$ cat src/pkg/hpc_pkg.sv
package hpc_pkg;
  // Register map
  localparam logic [7:0] HPC_OFS_SP_MASK  = 8'h0a;
  localparam logic [7:0] HPC_OFS_BP_MASK  = 8'h0b;
  localparam logic [7:0] HPC_OFS_SP_DRAW  = 8'h0c;
  localparam logic [7:0] HPC_OFS_BP_DRAW  = 8'h0d;
  localparam logic [7:0] HPC_OFS_CTRL     = 8'h20;
  localparam logic [7:0] HPC_OFS_STATUS   = 8'h21;
  localparam logic [7:0] HPC_OFS_MAP      = 8'h22;
  // Widths
  localparam int         HPC_DW           = 8;
  localparam int         HPC_NPORT        = 7;
  localparam int         HPC_CW           = 3;
  // Field positions
  localparam int         HPC_CTRL_REMAP   = 0;
  localparam int         HPC_CTRL_DEFCFG  = 1;
  localparam int         HPC_CTRL_COMPND  = 2;
  localparam int         HPC_CTRL_EMB0    = 3;
  localparam int         HPC_ST_SELFPWR   = 0;
  localparam int         HPC_ST_CNT_LO    = 1;
  localparam int         HPC_ST_EFF_REMAP = 4;
  // Reset values
  localparam logic [7:0] HPC_RST_MASK     = 8'h00;
  localparam logic [7:0] HPC_RST_DRAW     = 8'h32;
  localparam logic [7:0] HPC_RST_CTRL     = 8'h00;
  localparam logic [7:0] HPC_RSV_BIT0     = 8'hfe;
  localparam logic [7:0] HPC_ZERO         = 8'h00;
  // Mode selection
  typedef enum logic {HPC_MODE_BUS, HPC_MODE_SELF} hpc_mode_t;
endpackage

$ cat src/logic/hpc_top.sv
`timescale 1ns/1ps
// Behaviour
// - Self-powered mask: bit n disables port n
// - Bus-powered mask: same mapping, separate
// - Mask bit 0 always reads zero
// - Standard mode keeps masked ports disabled
// - Report enabled count, renumber active ports
// - Default configuration uses port strap inputs
// - Self-powered draw reported in 2mA units
// - Bus-powered draw covers hub and board
// - Embedded zero-draw peripheral folded into figure
// - Remap enable: zero standard, one remap
module hpc_top
  import hpc_pkg::*;
(
  input  wire logic                    clk_i,        // 125 MHz clock
  input  wire logic                    rst_b_i,      // Async reset, low
  input  wire logic                    ce_i,         // Clock enable
  input  wire logic [7:0]              addr_i,       // Register address
  input  wire logic [HPC_DW-1:0]       wdata_i,      // Write data
  input  wire logic                    wr_i,         // Write strobe
  input  wire logic                    rd_i,         // Read strobe
  input  wire logic                    self_pwr_i,   // Self-powered pin
  input  wire logic [HPC_NPORT:1]      strap_plus_i, // port_off_strap_plus pins
  input  wire logic [HPC_NPORT:1]      strap_minus_i,// port_off_strap_minus pins
  output logic      [HPC_DW-1:0]       rdata_o,      // Read data, next cycle
  output logic      [HPC_NPORT:1]      port_off_o,   // Ports held disabled
  output logic      [HPC_CW-1:0]       port_cnt_o,   // Reported port count
  output logic      [HPC_NPORT*HPC_CW-1:0] port_map_o, // Logical number per port
  output logic      [HPC_DW-1:0]       vbus_draw_o,  // Reported draw, 2mA units
  output logic                         remap_o       // Remap mode active
);
  import hpc_pkg::*;

  // Register state
  logic [HPC_DW-1:0] sp_mask_r, sp_mask_nxt;
  logic [HPC_DW-1:0] bp_mask_r, bp_mask_nxt;
  logic [HPC_DW-1:0] sp_draw_r, sp_draw_nxt;
  logic [HPC_DW-1:0] bp_draw_r, bp_draw_nxt;
  logic [HPC_DW-1:0] ctrl_r,    ctrl_nxt;
  logic [HPC_DW-1:0] rdata_nxt;

  // Pin synchronisers, three stages each
  logic [2:0] pwr_s_r;
  logic [HPC_NPORT:1] sp_s1_r, sp_s2_r, sp_s3_r;
  logic [HPC_NPORT:1] sm_s1_r, sm_s2_r, sm_s3_r;
  logic pwr_q_r, pwr_q_nxt;
  logic [HPC_NPORT:1] strap_q_r, strap_q_nxt;

  // Outputs
  logic [HPC_NPORT:1]          off_nxt;
  logic [HPC_CW-1:0]           cnt_w;
  logic [HPC_NPORT*HPC_CW-1:0] map_w;
  logic [HPC_DW-1:0]           draw_nxt;
  logic                        remap_nxt;
  hpc_mode_t                   mode;

  // Write data destined for a mask loses bit 0
  function automatic logic [HPC_DW-1:0] mask_clean(input logic [HPC_DW-1:0] v);
    return v & HPC_RSV_BIT0;
  endfunction

  // Address hit for a write
  function automatic logic hit(input logic [7:0] a, input logic [7:0] ofs);
    return a == ofs;
  endfunction

  // Register writes
  always_comb begin
    sp_mask_nxt = sp_mask_r;
    bp_mask_nxt = bp_mask_r;
    sp_draw_nxt = sp_draw_r;
    bp_draw_nxt = bp_draw_r;
    ctrl_nxt    = ctrl_r;
    if (wr_i) begin
      if (hit(addr_i, HPC_OFS_SP_MASK)) sp_mask_nxt = mask_clean(wdata_i);
      if (hit(addr_i, HPC_OFS_BP_MASK)) bp_mask_nxt = mask_clean(wdata_i);
      if (hit(addr_i, HPC_OFS_SP_DRAW)) sp_draw_nxt = wdata_i;
      if (hit(addr_i, HPC_OFS_BP_DRAW)) bp_draw_nxt = wdata_i;
      if (hit(addr_i, HPC_OFS_CTRL))    ctrl_nxt    = wdata_i;
    end
  end

  always_ff @(posedge clk_i or negedge rst_b_i) begin
    if (!rst_b_i) begin
      sp_mask_r <= HPC_RST_MASK;
      bp_mask_r <= HPC_RST_MASK;
      sp_draw_r <= HPC_RST_DRAW;
      bp_draw_r <= HPC_RST_DRAW;
      ctrl_r    <= HPC_RST_CTRL;
    end else if (ce_i) begin
      sp_mask_r <= sp_mask_nxt;
      bp_mask_r <= bp_mask_nxt;
      sp_draw_r <= sp_draw_nxt;
      bp_draw_r <= bp_draw_nxt;
      ctrl_r    <= ctrl_nxt;
    end
  end

  // Filtered pin values: change only once stages two and three agree
  always_comb begin
    pwr_q_nxt   = (pwr_s_r[1] == pwr_s_r[2]) ? pwr_s_r[2] : pwr_q_r;
    strap_q_nxt = strap_q_r;
    for (int p = 1; p <= HPC_NPORT; p++) begin
      if (sp_s2_r[p] == sp_s3_r[p] && sm_s2_r[p] == sm_s3_r[p])
        strap_q_nxt[p] = sp_s3_r[p] & sm_s3_r[p];
    end
  end

  // Power pin and strap synchronisers; pins are asynchronous to clk_i
  always_ff @(posedge clk_i or negedge rst_b_i) begin
    if (!rst_b_i) begin
      pwr_s_r   <= '0;
      sp_s1_r   <= '0;
      sp_s2_r   <= '0;
      sp_s3_r   <= '0;
      sm_s1_r   <= '0;
      sm_s2_r   <= '0;
      sm_s3_r   <= '0;
      pwr_q_r   <= 1'b0;
      strap_q_r <= '0;
    end else if (ce_i) begin
      pwr_s_r   <= {pwr_s_r[1:0], self_pwr_i};
      sp_s1_r   <= strap_plus_i;
      sp_s2_r   <= sp_s1_r;
      sp_s3_r   <= sp_s2_r;
      sm_s1_r   <= strap_minus_i;
      sm_s2_r   <= sm_s1_r;
      sm_s3_r   <= sm_s2_r;
      pwr_q_r   <= pwr_q_nxt;
      strap_q_r <= strap_q_nxt;
    end
  end

  // Power mode picks the active set
  assign mode = pwr_q_r ? HPC_MODE_SELF : HPC_MODE_BUS;

  // Effective disable set; both straps high marks a port off.
  // Remap mode hands port control elsewhere, so nothing is forced off here.
  always_comb begin
    logic [HPC_DW-1:0] m;
    m = HPC_ZERO;
    case (mode)
      HPC_MODE_SELF: m = sp_mask_r;
      HPC_MODE_BUS:  m = bp_mask_r;
      default:       m = HPC_ZERO;
    endcase
    if (ctrl_r[HPC_CTRL_DEFCFG])
      off_nxt = strap_q_r;
    else
      off_nxt = m[HPC_NPORT:1];
    if (ctrl_r[HPC_CTRL_REMAP])
      off_nxt = '0;
    remap_nxt = ctrl_r[HPC_CTRL_REMAP];
  end

  // Renumbering of surviving ports
  hpc_port_pack u_pack (
    .off_i (off_nxt),
    .cnt_o (cnt_w),
    .map_o (map_w)
  );

  // Draw figure; the embedded peripheral is already inside the bus figure
  // only when compound and it declares zero, so the value passes as set
  always_comb begin
    case (mode)
      HPC_MODE_SELF: draw_nxt = sp_draw_r;
      HPC_MODE_BUS:  draw_nxt = bp_draw_r;
      default:       draw_nxt = bp_draw_r;
    endcase
  end

  // Read mux, data stands one cycle after the strobe
  always_comb begin
    rdata_nxt = HPC_ZERO;
    if (rd_i) begin
      case (addr_i)
        HPC_OFS_SP_MASK: rdata_nxt = mask_clean(sp_mask_r);
        HPC_OFS_BP_MASK: rdata_nxt = mask_clean(bp_mask_r);
        HPC_OFS_SP_DRAW: rdata_nxt = sp_draw_r;
        HPC_OFS_BP_DRAW: rdata_nxt = bp_draw_r;
        HPC_OFS_CTRL:    rdata_nxt = ctrl_r;
        HPC_OFS_STATUS: begin
          rdata_nxt[HPC_ST_SELFPWR] = pwr_q_r;
          rdata_nxt[HPC_ST_CNT_LO +: HPC_CW] = port_cnt_o;
          rdata_nxt[HPC_ST_EFF_REMAP] = remap_o;
        end
        HPC_OFS_MAP:     rdata_nxt = {port_off_o, 1'b0};
        default:         rdata_nxt = HPC_ZERO;
      endcase
    end
  end

  // Output registers
  always_ff @(posedge clk_i or negedge rst_b_i) begin
    if (!rst_b_i) begin
      rdata_o     <= '0;
      port_off_o  <= '0;
      port_cnt_o  <= '0;
      port_map_o  <= '0;
      vbus_draw_o <= '0;
      remap_o     <= 1'b0;
    end else if (ce_i) begin
      rdata_o     <= rdata_nxt;
      port_off_o  <= off_nxt;
      port_cnt_o  <= cnt_w;
      port_map_o  <= map_w;
      vbus_draw_o <= draw_nxt;
      remap_o     <= remap_nxt;
    end
  end

  // Checks
  chk_mask_bit0: assert property (@(posedge clk_i) disable iff (!rst_b_i)
    !sp_mask_r[0] && !bp_mask_r[0]) else $error("mask bit 0 set");
  chk_sp_write: assert property (@(posedge clk_i) disable iff (!rst_b_i)
    ce_i && wr_i && addr_i == HPC_OFS_SP_MASK |=> sp_mask_r == mask_clean($past(wdata_i)))
    else $error("self mask write lost");
  chk_bp_write: assert property (@(posedge clk_i) disable iff (!rst_b_i)
    ce_i && wr_i && addr_i == HPC_OFS_BP_MASK |=> bp_mask_r == mask_clean($past(wdata_i)))
    else $error("bus mask write lost");
  chk_bus_off: assert property (@(posedge clk_i) disable iff (!rst_b_i)
    ce_i && !ctrl_r[HPC_CTRL_REMAP] && !ctrl_r[HPC_CTRL_DEFCFG] && !pwr_q_r
    |=> port_off_o == $past(bp_mask_r[HPC_NPORT:1])) else $error("bus mask not applied");
  chk_status_pwr: assert property (@(posedge clk_i) disable iff (!rst_b_i)
    ce_i && rd_i && addr_i == HPC_OFS_STATUS |=> rdata_o[HPC_ST_SELFPWR] == $past(pwr_q_r))
    else $error("status power bit wrong");
  chk_std_off: assert property (@(posedge clk_i) disable iff (!rst_b_i)
    ce_i && !ctrl_r[HPC_CTRL_REMAP] && !ctrl_r[HPC_CTRL_DEFCFG] && pwr_q_r
    |=> port_off_o == $past(sp_mask_r[HPC_NPORT:1])) else $error("self mask not applied");
  chk_cnt_true: assert property (@(posedge clk_i) disable iff (!rst_b_i)
    ce_i |=> port_cnt_o == HPC_CW'(HPC_NPORT - $countones($past(off_nxt))))
    else $error("port count wrong");
  chk_strap_use: assert property (@(posedge clk_i) disable iff (!rst_b_i)
    ce_i && ctrl_r[HPC_CTRL_DEFCFG] && !ctrl_r[HPC_CTRL_REMAP]
    |=> port_off_o == $past(strap_q_r)) else $error("straps not used");
  chk_draw_mode: assert property (@(posedge clk_i) disable iff (!rst_b_i)
    ce_i |=> vbus_draw_o == ($past(pwr_q_r) ? $past(sp_draw_r) : $past(bp_draw_r)))
    else $error("draw set wrong");
  chk_remap_clear: assert property (@(posedge clk_i) disable iff (!rst_b_i)
    ce_i && ctrl_r[HPC_CTRL_REMAP] |=> remap_o && port_off_o == '0)
    else $error("remap mode wrong");
  chk_rd_once: assert property (@(posedge clk_i) disable iff (!rst_b_i)
    ce_i && !rd_i |=> rdata_o == HPC_ZERO) else $error("read data stale");
  cov_self: cover property (@(posedge clk_i) disable iff (!rst_b_i) pwr_q_r && port_cnt_o != '0);
  cov_remap: cover property (@(posedge clk_i) disable iff (!rst_b_i) remap_o);
  cov_bus: cover property (@(posedge clk_i) disable iff (!rst_b_i) !pwr_q_r && port_off_o != '0);
  cov_strap: cover property (@(posedge clk_i) disable iff (!rst_b_i)
    ctrl_r[HPC_CTRL_DEFCFG] && port_off_o != '0);
endmodule // hpc_top

$ cat src/logic/hpc_port_pack.sv
`timescale 1ns/1ps
// Packs enabled physical ports into consecutive logical numbers
module hpc_port_pack
  import hpc_pkg::*;
(
  input  wire logic [HPC_NPORT:1]  off_i,  // Disabled ports
  output logic      [HPC_CW-1:0]   cnt_o,  // Enabled port count
  output logic      [HPC_NPORT*HPC_CW-1:0] map_o // Logical number per port, 0 = none
);
  // Running count over ports, lowest enabled port gets logical 1
  always_comb begin
    logic [HPC_CW-1:0] run;
    run   = '0;
    map_o = '0;
    for (int p = 1; p <= HPC_NPORT; p++) begin
      if (!off_i[p]) begin
        run = run + 3'h1;
        map_o[(p-1)*HPC_CW +: HPC_CW] = run;
      end
    end
    cnt_o = run;
  end
endmodule // hpc_port_pack

$ cat config.mk
export PLATFORM = sky130hd
export DESIGN_NAME = hpc_top
export DESIGN_NICKNAME = d
export VERILOG_FILES = /design/src/pkg/hpc_pkg.sv /design/src/logic/hpc_top.sv /design/src/logic/hpc_port_pack.sv
export SDC_FILE = /design/constraint.sdc
export NUM_CORES = 1
export LEC_CHECK = 0
export BUFFER_PORTS_ARGS = -buffer_cell sky130_fd_sc_hd__buf_2
export CAP_MARGIN = 0
export CORE_MARGIN = 2
export CORE_UTILIZATION = 53
export DETAILED_ROUTE_END_ITERATION = 8
export PLACE_DENSITY = 0.77
export RECOVER_POWER = 100
export SETUP_SLACK_MARGIN = 0.4
export SLEW_MARGIN = 0
export SYNTH_ARGS = -nofsm -noshare
export SYNTH_HDL_FRONTEND = slang
export SYNTH_HIERARCHICAL = 1
export SYNTH_SLANG_ARGS = --single-unit
$ cat constraint.sdc
create_clock -name clk_i -period 4.57 [get_ports clk_i]
set_input_delay 0.2285 -clock clk_i [delete_from_list [all_inputs] [get_ports clk_i]]
set_output_delay 0.2285 -clock clk_i [all_outputs]
set_load 0.01 [all_outputs]
==> results.cfg, run 1 <==
[clock_network]
numCtsBuffers = 17
cts-root-buf = clkbuf_16
cts_tree = built
clock-sinks = 139
clock_path_buffers = 2
insertion_delay_ns = 0.42
h-tree-depth = 4
clkTransAtPathRegs_ns = 0.06

[grt]
grt_pass1_wl_um = 24000
overflow = 0
antenna_found_initial = 0
grt.total_usage_pct = 23.3
grt_max_degree = 84
grt_pass1_vias = 4660

[setup_path]
cp-start-kind = flip-flop
worstSetupPathType = reg2reg
cp.arrival_ns = 4.61
critical_path_peak_fanout = 7
required_ns = 4.87
crit_path_end_kind = flip-flop

[routing]
vias = 4688
dr.pass1.iters = 5
drt_wl_total_um = 15100
wl_per_cell_um = 18.2
detail_route.vias_per_cell = 5.63
drcViolationCount = 0
ant_nets = 0
drtIter0Drc = 296

[place]
routabilityCongestion = 0.886
io_buffers = 83
place_hpwl_um = 9860
place_area_sq_um = 7490
dp_slack_ns = 0.0180

[synthesis]
netlist_instances = 552
async_flop_share_pct = 100
synth_edf_count = 0
synth_top_area_share_pct = 49.0
synth_area_leaders = dfrtp_1 (49%), mux2_2 (19%), mux2i_1 (2.7%)
syn_area_per_cell_sq_um = 12.3
ys_warn_count = 6
synthFlopType = dfrtp_1
ys_seq_area_share_pct = 51.3
yosysUniqueCellTypes = 51
ys_seq_elements = 139
yosysTopAreaCell = dfrtp_1
syn_area_sq_um = 6800

[sta]
worst_slew_pin_slew_ns = 2.32
period_share_pct = 94.5
setup_viol = 0
fin_skew_ns = 0.00848
tns_ns = 0
max_freq_ghz = 0.232
relSlewSlack_pct = -54.5
period_needed_ns = 4.32
hold_viol = 0
slew_viol_final = 206
setup_ws_ns = 0.254
hold-worst-slack_ns = 0.0362
grt_setup_unrepaired = true

[final_layout]
utilization_pct = 65.5
diodes = 0
layout_common_cells = dfrtp_1 (131), mux2_2 (114), clkbuf_1 (52)
fin_area_sq_um = 8230
layout_commonest_cell = dfrtp_1
num-nets-final = 698
areaGrowthSynthToFinish_pct = 21.2
drive_above_1_share_pct = 36.6

[floorplanning]
dieArea_sq_um = 13700
coreArea_sq_um = 12600
die_h_um = 117
pin_count = 84
initial_core_util_pct = 54.1
rows = 41
die_w_um = 117

[min_path]
hp-class = in2reg

[power]
peakVddDrop_mv = 0.269
p_leak_nw = 3.56
power_density_nw_per_um2 = 487

[flow_run]
cap_violations = 3

[status]
violations = max-capacitance violations, max-slew violations
status = finished, violations left
## power breakdown
group / internal (mW) / total [mW] / switching (mW)
Combinational: 0.481 / 0.926 / 0.445
Sequential: 1.41 / 1.55 / 0.136
Clock: 1.02 / 1.54 / 0.518
Total: 2.91 / 4.01 / 1.10
## area by class of cell
class                           count  area (sq um)
Fill cell                         934          4330
Sequential cell                   139          3490
Multi-Input combinational cell    349          3200
Timing Repair Buffer              108           543
Clock buffer                       20           437
Clock inverter                     12           220
Tap cell                          172           215
Inverter                           33           126
## cell usage after synthesis, drive strengths merged (2+ instances only)
master   number
mux2        117
ha           14
xor2          2
nor2b        17
a211oi       22
buf          12
dfstp         6
a2111oi       4
mux2i        18
a21oi        15
a22o          7
clkbuf       21
or3           2
nor4          2
nor3          2
a221o         4
nand3         7
dfrtp       133
o21ai         8
nor2         19
nand4         7
and3          2
o2bb2ai       4
a31oi         3
or3b          2
nand2b       12
inv          33
xnor2        12
nand2         6
o22ai         9
nand3b       20
## per-layer routing
layer	global-route usage (%)	vias up	wire (um)
met1	30.3	2347	6500
li1	-	2178	-
met4	10.5	0	425
met3	4.99	30	717
met2	37.7	133	7500
met5	0	-	0
## flip-flops by register name, indices dropped and copies added, names as in the netlist, 8 cells and up
| signal | count |
|---|---|
| port_map_o | 21 |
| bp_draw_r | 8 |
| ctrl_r | 8 |
| rdata_o | 8 |
| sp_draw_r | 8 |
| vbus_draw_o | 8 |
## per-stage QoR
| stage | instances | power (mW) |
|---|---|---|
| 2_1_floorplan | 554 | 2.13 |
| 3_5_place_dp | 787 | 2.39 |
| 6_report | 833 | 4.01 |
| 3_3_place_gp | 787 | 2.34 |
| 5_1_grt | 833 | 4.20 |
| 4_1_cts | 831 | 4.00 |
## timing repair
item	CTS	global route
pin swaps	9	9
resized for setup	10	11
hold buffers	1	0
endpoints found under the hold margin	80	0
setup endpoints to repair	4	4
buffers inserted	11	2
gates cloned	0	0
## cells by family (layout without fill, tap and decap cells)
| kind of cell | Yosys count | in the layout | synth area share (%) |
|---|---|---|---|
| other cells | 1 | 3 | 0.0552 |
| mux | 135 | 135 | 22.1 |
| compound gates | 81 | 81 | 8.38 |
| xor+xnor | 14 | 14 | 2.19 |
| buf+inv | 66 | 173 | 3.87 |
| flops | 139 | 139 | 51.3 |
| fa+ha+maj | 14 | 14 | 2.58 |
| simple gates | 102 | 102 | 9.54 |
## worst paths after layout
kind	slack, ns	endpoint	start	depth (start not counted)
worst max-delay path	0.25	port_cnt_o[1]	ctrl_r[1]	23
worst min-delay path	0.04	sm_s1_r[7]	strap_minus_i[7]	2
worst max register to register	0.25	port_cnt_o[1]	ctrl_r[1]	23
worst min register to register	0.49	pwr_q_r	pwr_s_r[2]	2
max in group asynchronous	1.32	port_map_o[15]	rst_b_i	3
min in group asynchronous	0.92	port_map_o[2]	rst_b_i	2
## worst max-delay path, stage by stage (launching register included)
cell and delay, ns:
dfrtp_2 0.43, buf_4 0.17, a211oi_1 0.37, a211oi_4 0.05
inv_1 0.14, buf_4 0.13, ha_1 0.17, nor2_1 0.06
a21oi_2 0.18, ha_4 0.24, nor2_4 0.11, a31oi_4 0.05
ha_1 0.29, nor2b_4 0.13, a21oi_2 0.15, inv_1 0.06
ha_1 0.27, nor2b_4 0.13, o21bai_4 0.20, ha_4 0.21
nor2b_4 0.12, a21oi_2 0.16, o31ai_2 0.09, mux2_4 0.26
No activity file was read; power rests on OpenSTA's default activity.
==> run 2, diff against run 1 <==
CELL_PAD_IN_SITES_DETAIL_PLACEMENT = 1   (was not set)
CELL_PAD_IN_SITES_GLOBAL_PLACEMENT = 1   (was not set)
CORE_UTILIZATION = 43   (was 53)
PLACE_DENSITY = not set   (was 0.77)
PLACE_DENSITY_LB_ADDON = 0.1   (was not set)
==> run 2 against run 1 <==
The run still ends with max-capacitance violations, max-slew violations left. Cell area shrank 0.49%. Die area grew 22%. Count of clock-buffer cells in the layout grew 2. Hold slack gained 0.0017 ns. Critical path depth is the same. Setup slack lost 0.012 ns. Sequential share of layout area grew 0.19 points. Critical path type unchanged. Largest cell class unchanged. Largest power group unchanged. Highest routed layer unchanged.
==> results.cfg, run 2 (synthesis results as in run 1) <==
[grt]
grt_pass1_vias = 4932
antenna_found_initial = 0
overflow = 0
grt_pass1_wl_um = 26500
grt.total_usage_pct = 20.7
grt_max_degree = 107

[routing]
drt_wl_total_um = 16500
drtIter0Drc = 158
vias = 4689
wl_per_cell_um = 19.0
ant_nets = 0
detail_route.vias_per_cell = 5.39
dr.pass1.iters = 4
drcViolationCount = 0

[place]
io_buffers = 83
routabilityCongestion = 0.805
dp_cells = 827
place_hpwl_um = 11100

[flow_run]
cap_violations = 5

[min_path]
hp-start = strap_minus_i[5]
whs_endpoint = sm_s1_r[5]
hold_depth = 2
hp-class = in2reg

[clock_network]
clock_path_buffers = 2
insertion_delay_ns = 0.42
numCtsBuffers = 17
cts-root-buf = clkbuf_16
cts_tree = built
clkTransAtPathRegs_ns = 0.06
h-tree-depth = 4
clock-sinks = 139

[sta]
worst_slew_pin_slew_ns = 2.64
hold_viol = 0
hold-worst-slack_ns = 0.0379
slew_viol_final = 247
fin_skew_ns = 0.00634
period_needed_ns = 4.33
setup_viol = 0
tns_ns = 0
grt_setup_unrepaired = true
period_share_pct = 94.7
max_freq_ghz = 0.231
relSlewSlack_pct = -75.9

[setup_path]
rr_endpoint = port_map_o[20]
worstSetupPathType = reg2reg
cp.arrival_ns = 4.62
reg2reg_depth = 23
required_ns = 4.86
rrSetupSlack_ns = 0.24
critical_path_peak_fanout = 4
regToRegStartpoint = pwr_q_r
cp-start-kind = flip-flop
crit_path_end_kind = flip-flop

[floorplanning]
pin_count = 84
initial_core_util_pct = 44.4
die_w_um = 130
coreArea_sq_um = 15300
die_h_um = 130
dieArea_sq_um = 16800
rows = 45

[final_layout]
diodes = 0
layout_commonest_cell = dfrtp_1
instances_no_fill = 870
num-nets-final = 698
largest_reg_flops = 21
areaGrowthSynthToFinish_pct = 20.6
largest_register = port_map_o
drive_above_1_share_pct = 36.6
layout_common_cells = dfrtp_1 (132), mux2_2 (111), clkbuf_1 (52)

[power]
clkPwrFrac_pct = 33.6
p_leak_nw = 3.53
peakVddDrop_mv = 0.253
swShare_pct = 28.8
p_switching_mw = 1.10
internal_power_mw = 2.71
p_comb_share_pct = 25.7
power.total_mw = 3.81
power_density_nw_per_um2 = 465
p_seq_share_pct = 40.7

[status]
violations = max-capacitance violations, max-slew violations
status = finished, violations left
[run 2: worst max-delay path: stages, from the launching register on]
cell      delay, ns
dfrtp_1        0.47
buf_12         0.14
a211oi_2       0.07
a211oi_4       0.24
inv_1          0.09
ha_1           0.36
inv_4          0.05
ha_4           0.27
inv_2          0.04
ha_4           0.27
nor2_4         0.04
a31oi_4        0.15
ha_1           0.25
nor2b_4        0.14
a21oi_4        0.13
inv_2          0.07
ha_4           0.26
nor2b_4        0.14
o21bai_1       0.12
ha_2           0.24
xor2_2         0.16
nand2b_4       0.14
mux2i_1        0.07
mux2_4         0.27
[run 2: timing repair]
item                                    in CTS  in global routing
gates resized for setup                      9                 16
pin swaps                                    6                 11
cloned                                       0                  0
endpoints found under the setup margin       4                  4
hold endpoints to repair                    84                  0
buffers inserted                             8                  4
hold buffers                                 1                  0
[run 2: layout make-up]
type | count | area, sq um
Timing Repair Buffer | 108 | 552
Sequential cell | 139 | 3490
Tap cell | 211 | 264
Inverter | 33 | 126
Multi-Input combinational cell | 349 | 3220
Clock buffer | 22 | 474
Clock inverter | 8 | 70.1
Fill cell | 1620 | 7120
[run 2: layer usage]
| metal | vias up | global-route usage [%] | routed length, um |
|---|---|---|---|
| met5 | - | 0 | 0 |
| met4 | 0 | 7.15 | 297 |
| met3 | 20 | 3.73 | 526 |
| met2 | 86 | 34.1 | 8130 |
| met1 | 2412 | 27.8 | 7530 |
| li1 | 2171 | - | - |
[run 2: power by group through the flow]
| stage | combinational, mW | sequential (mW) | clock (mW) |
|---|---|---|---|
| after floorplan | 0.569 | 1.56 | 0 |
| after global placement | 0.808 | 1.55 | 0 |
| after detailed placement | 0.850 | 1.57 | 0 |
| after CTS | 0.905 | 1.55 | 1.32 |
| after global routing | 1.07 | 1.58 | 1.38 |
| final | 0.981 | 1.55 | 1.28 |
[run 2: metrics by stage]
step	util (%)	setup WS (ns)	area, sq um
finish	53.5	0.242	8190
global route	53.5	0.0933	8190
CTS	53.5	0.406	8200
detailed placement	49.2	0.0318	7540
global placement	49.2	0.213	7540
floorplan	-	0.270	6940
[run 2: worst max-delay path by stage]
stage | endpoint | slack [ns] | cells after the start | from
after floorplan | port_cnt_o[1] | 0.27 | 23 | ctrl_r[1]
after global placement | port_cnt_o[1] | 0.21 | 22 | ctrl_r[1]
after detailed placement | port_cnt_o[1] | 0.03 | 22 | ctrl_r[1]
after CTS | port_map_o[20] | 0.41 | 23 | pwr_q_r
after global routing | port_map_o[20] | 0.09 | 23 | pwr_q_r
final | port_map_o[20] | 0.24 | 23 | pwr_q_r
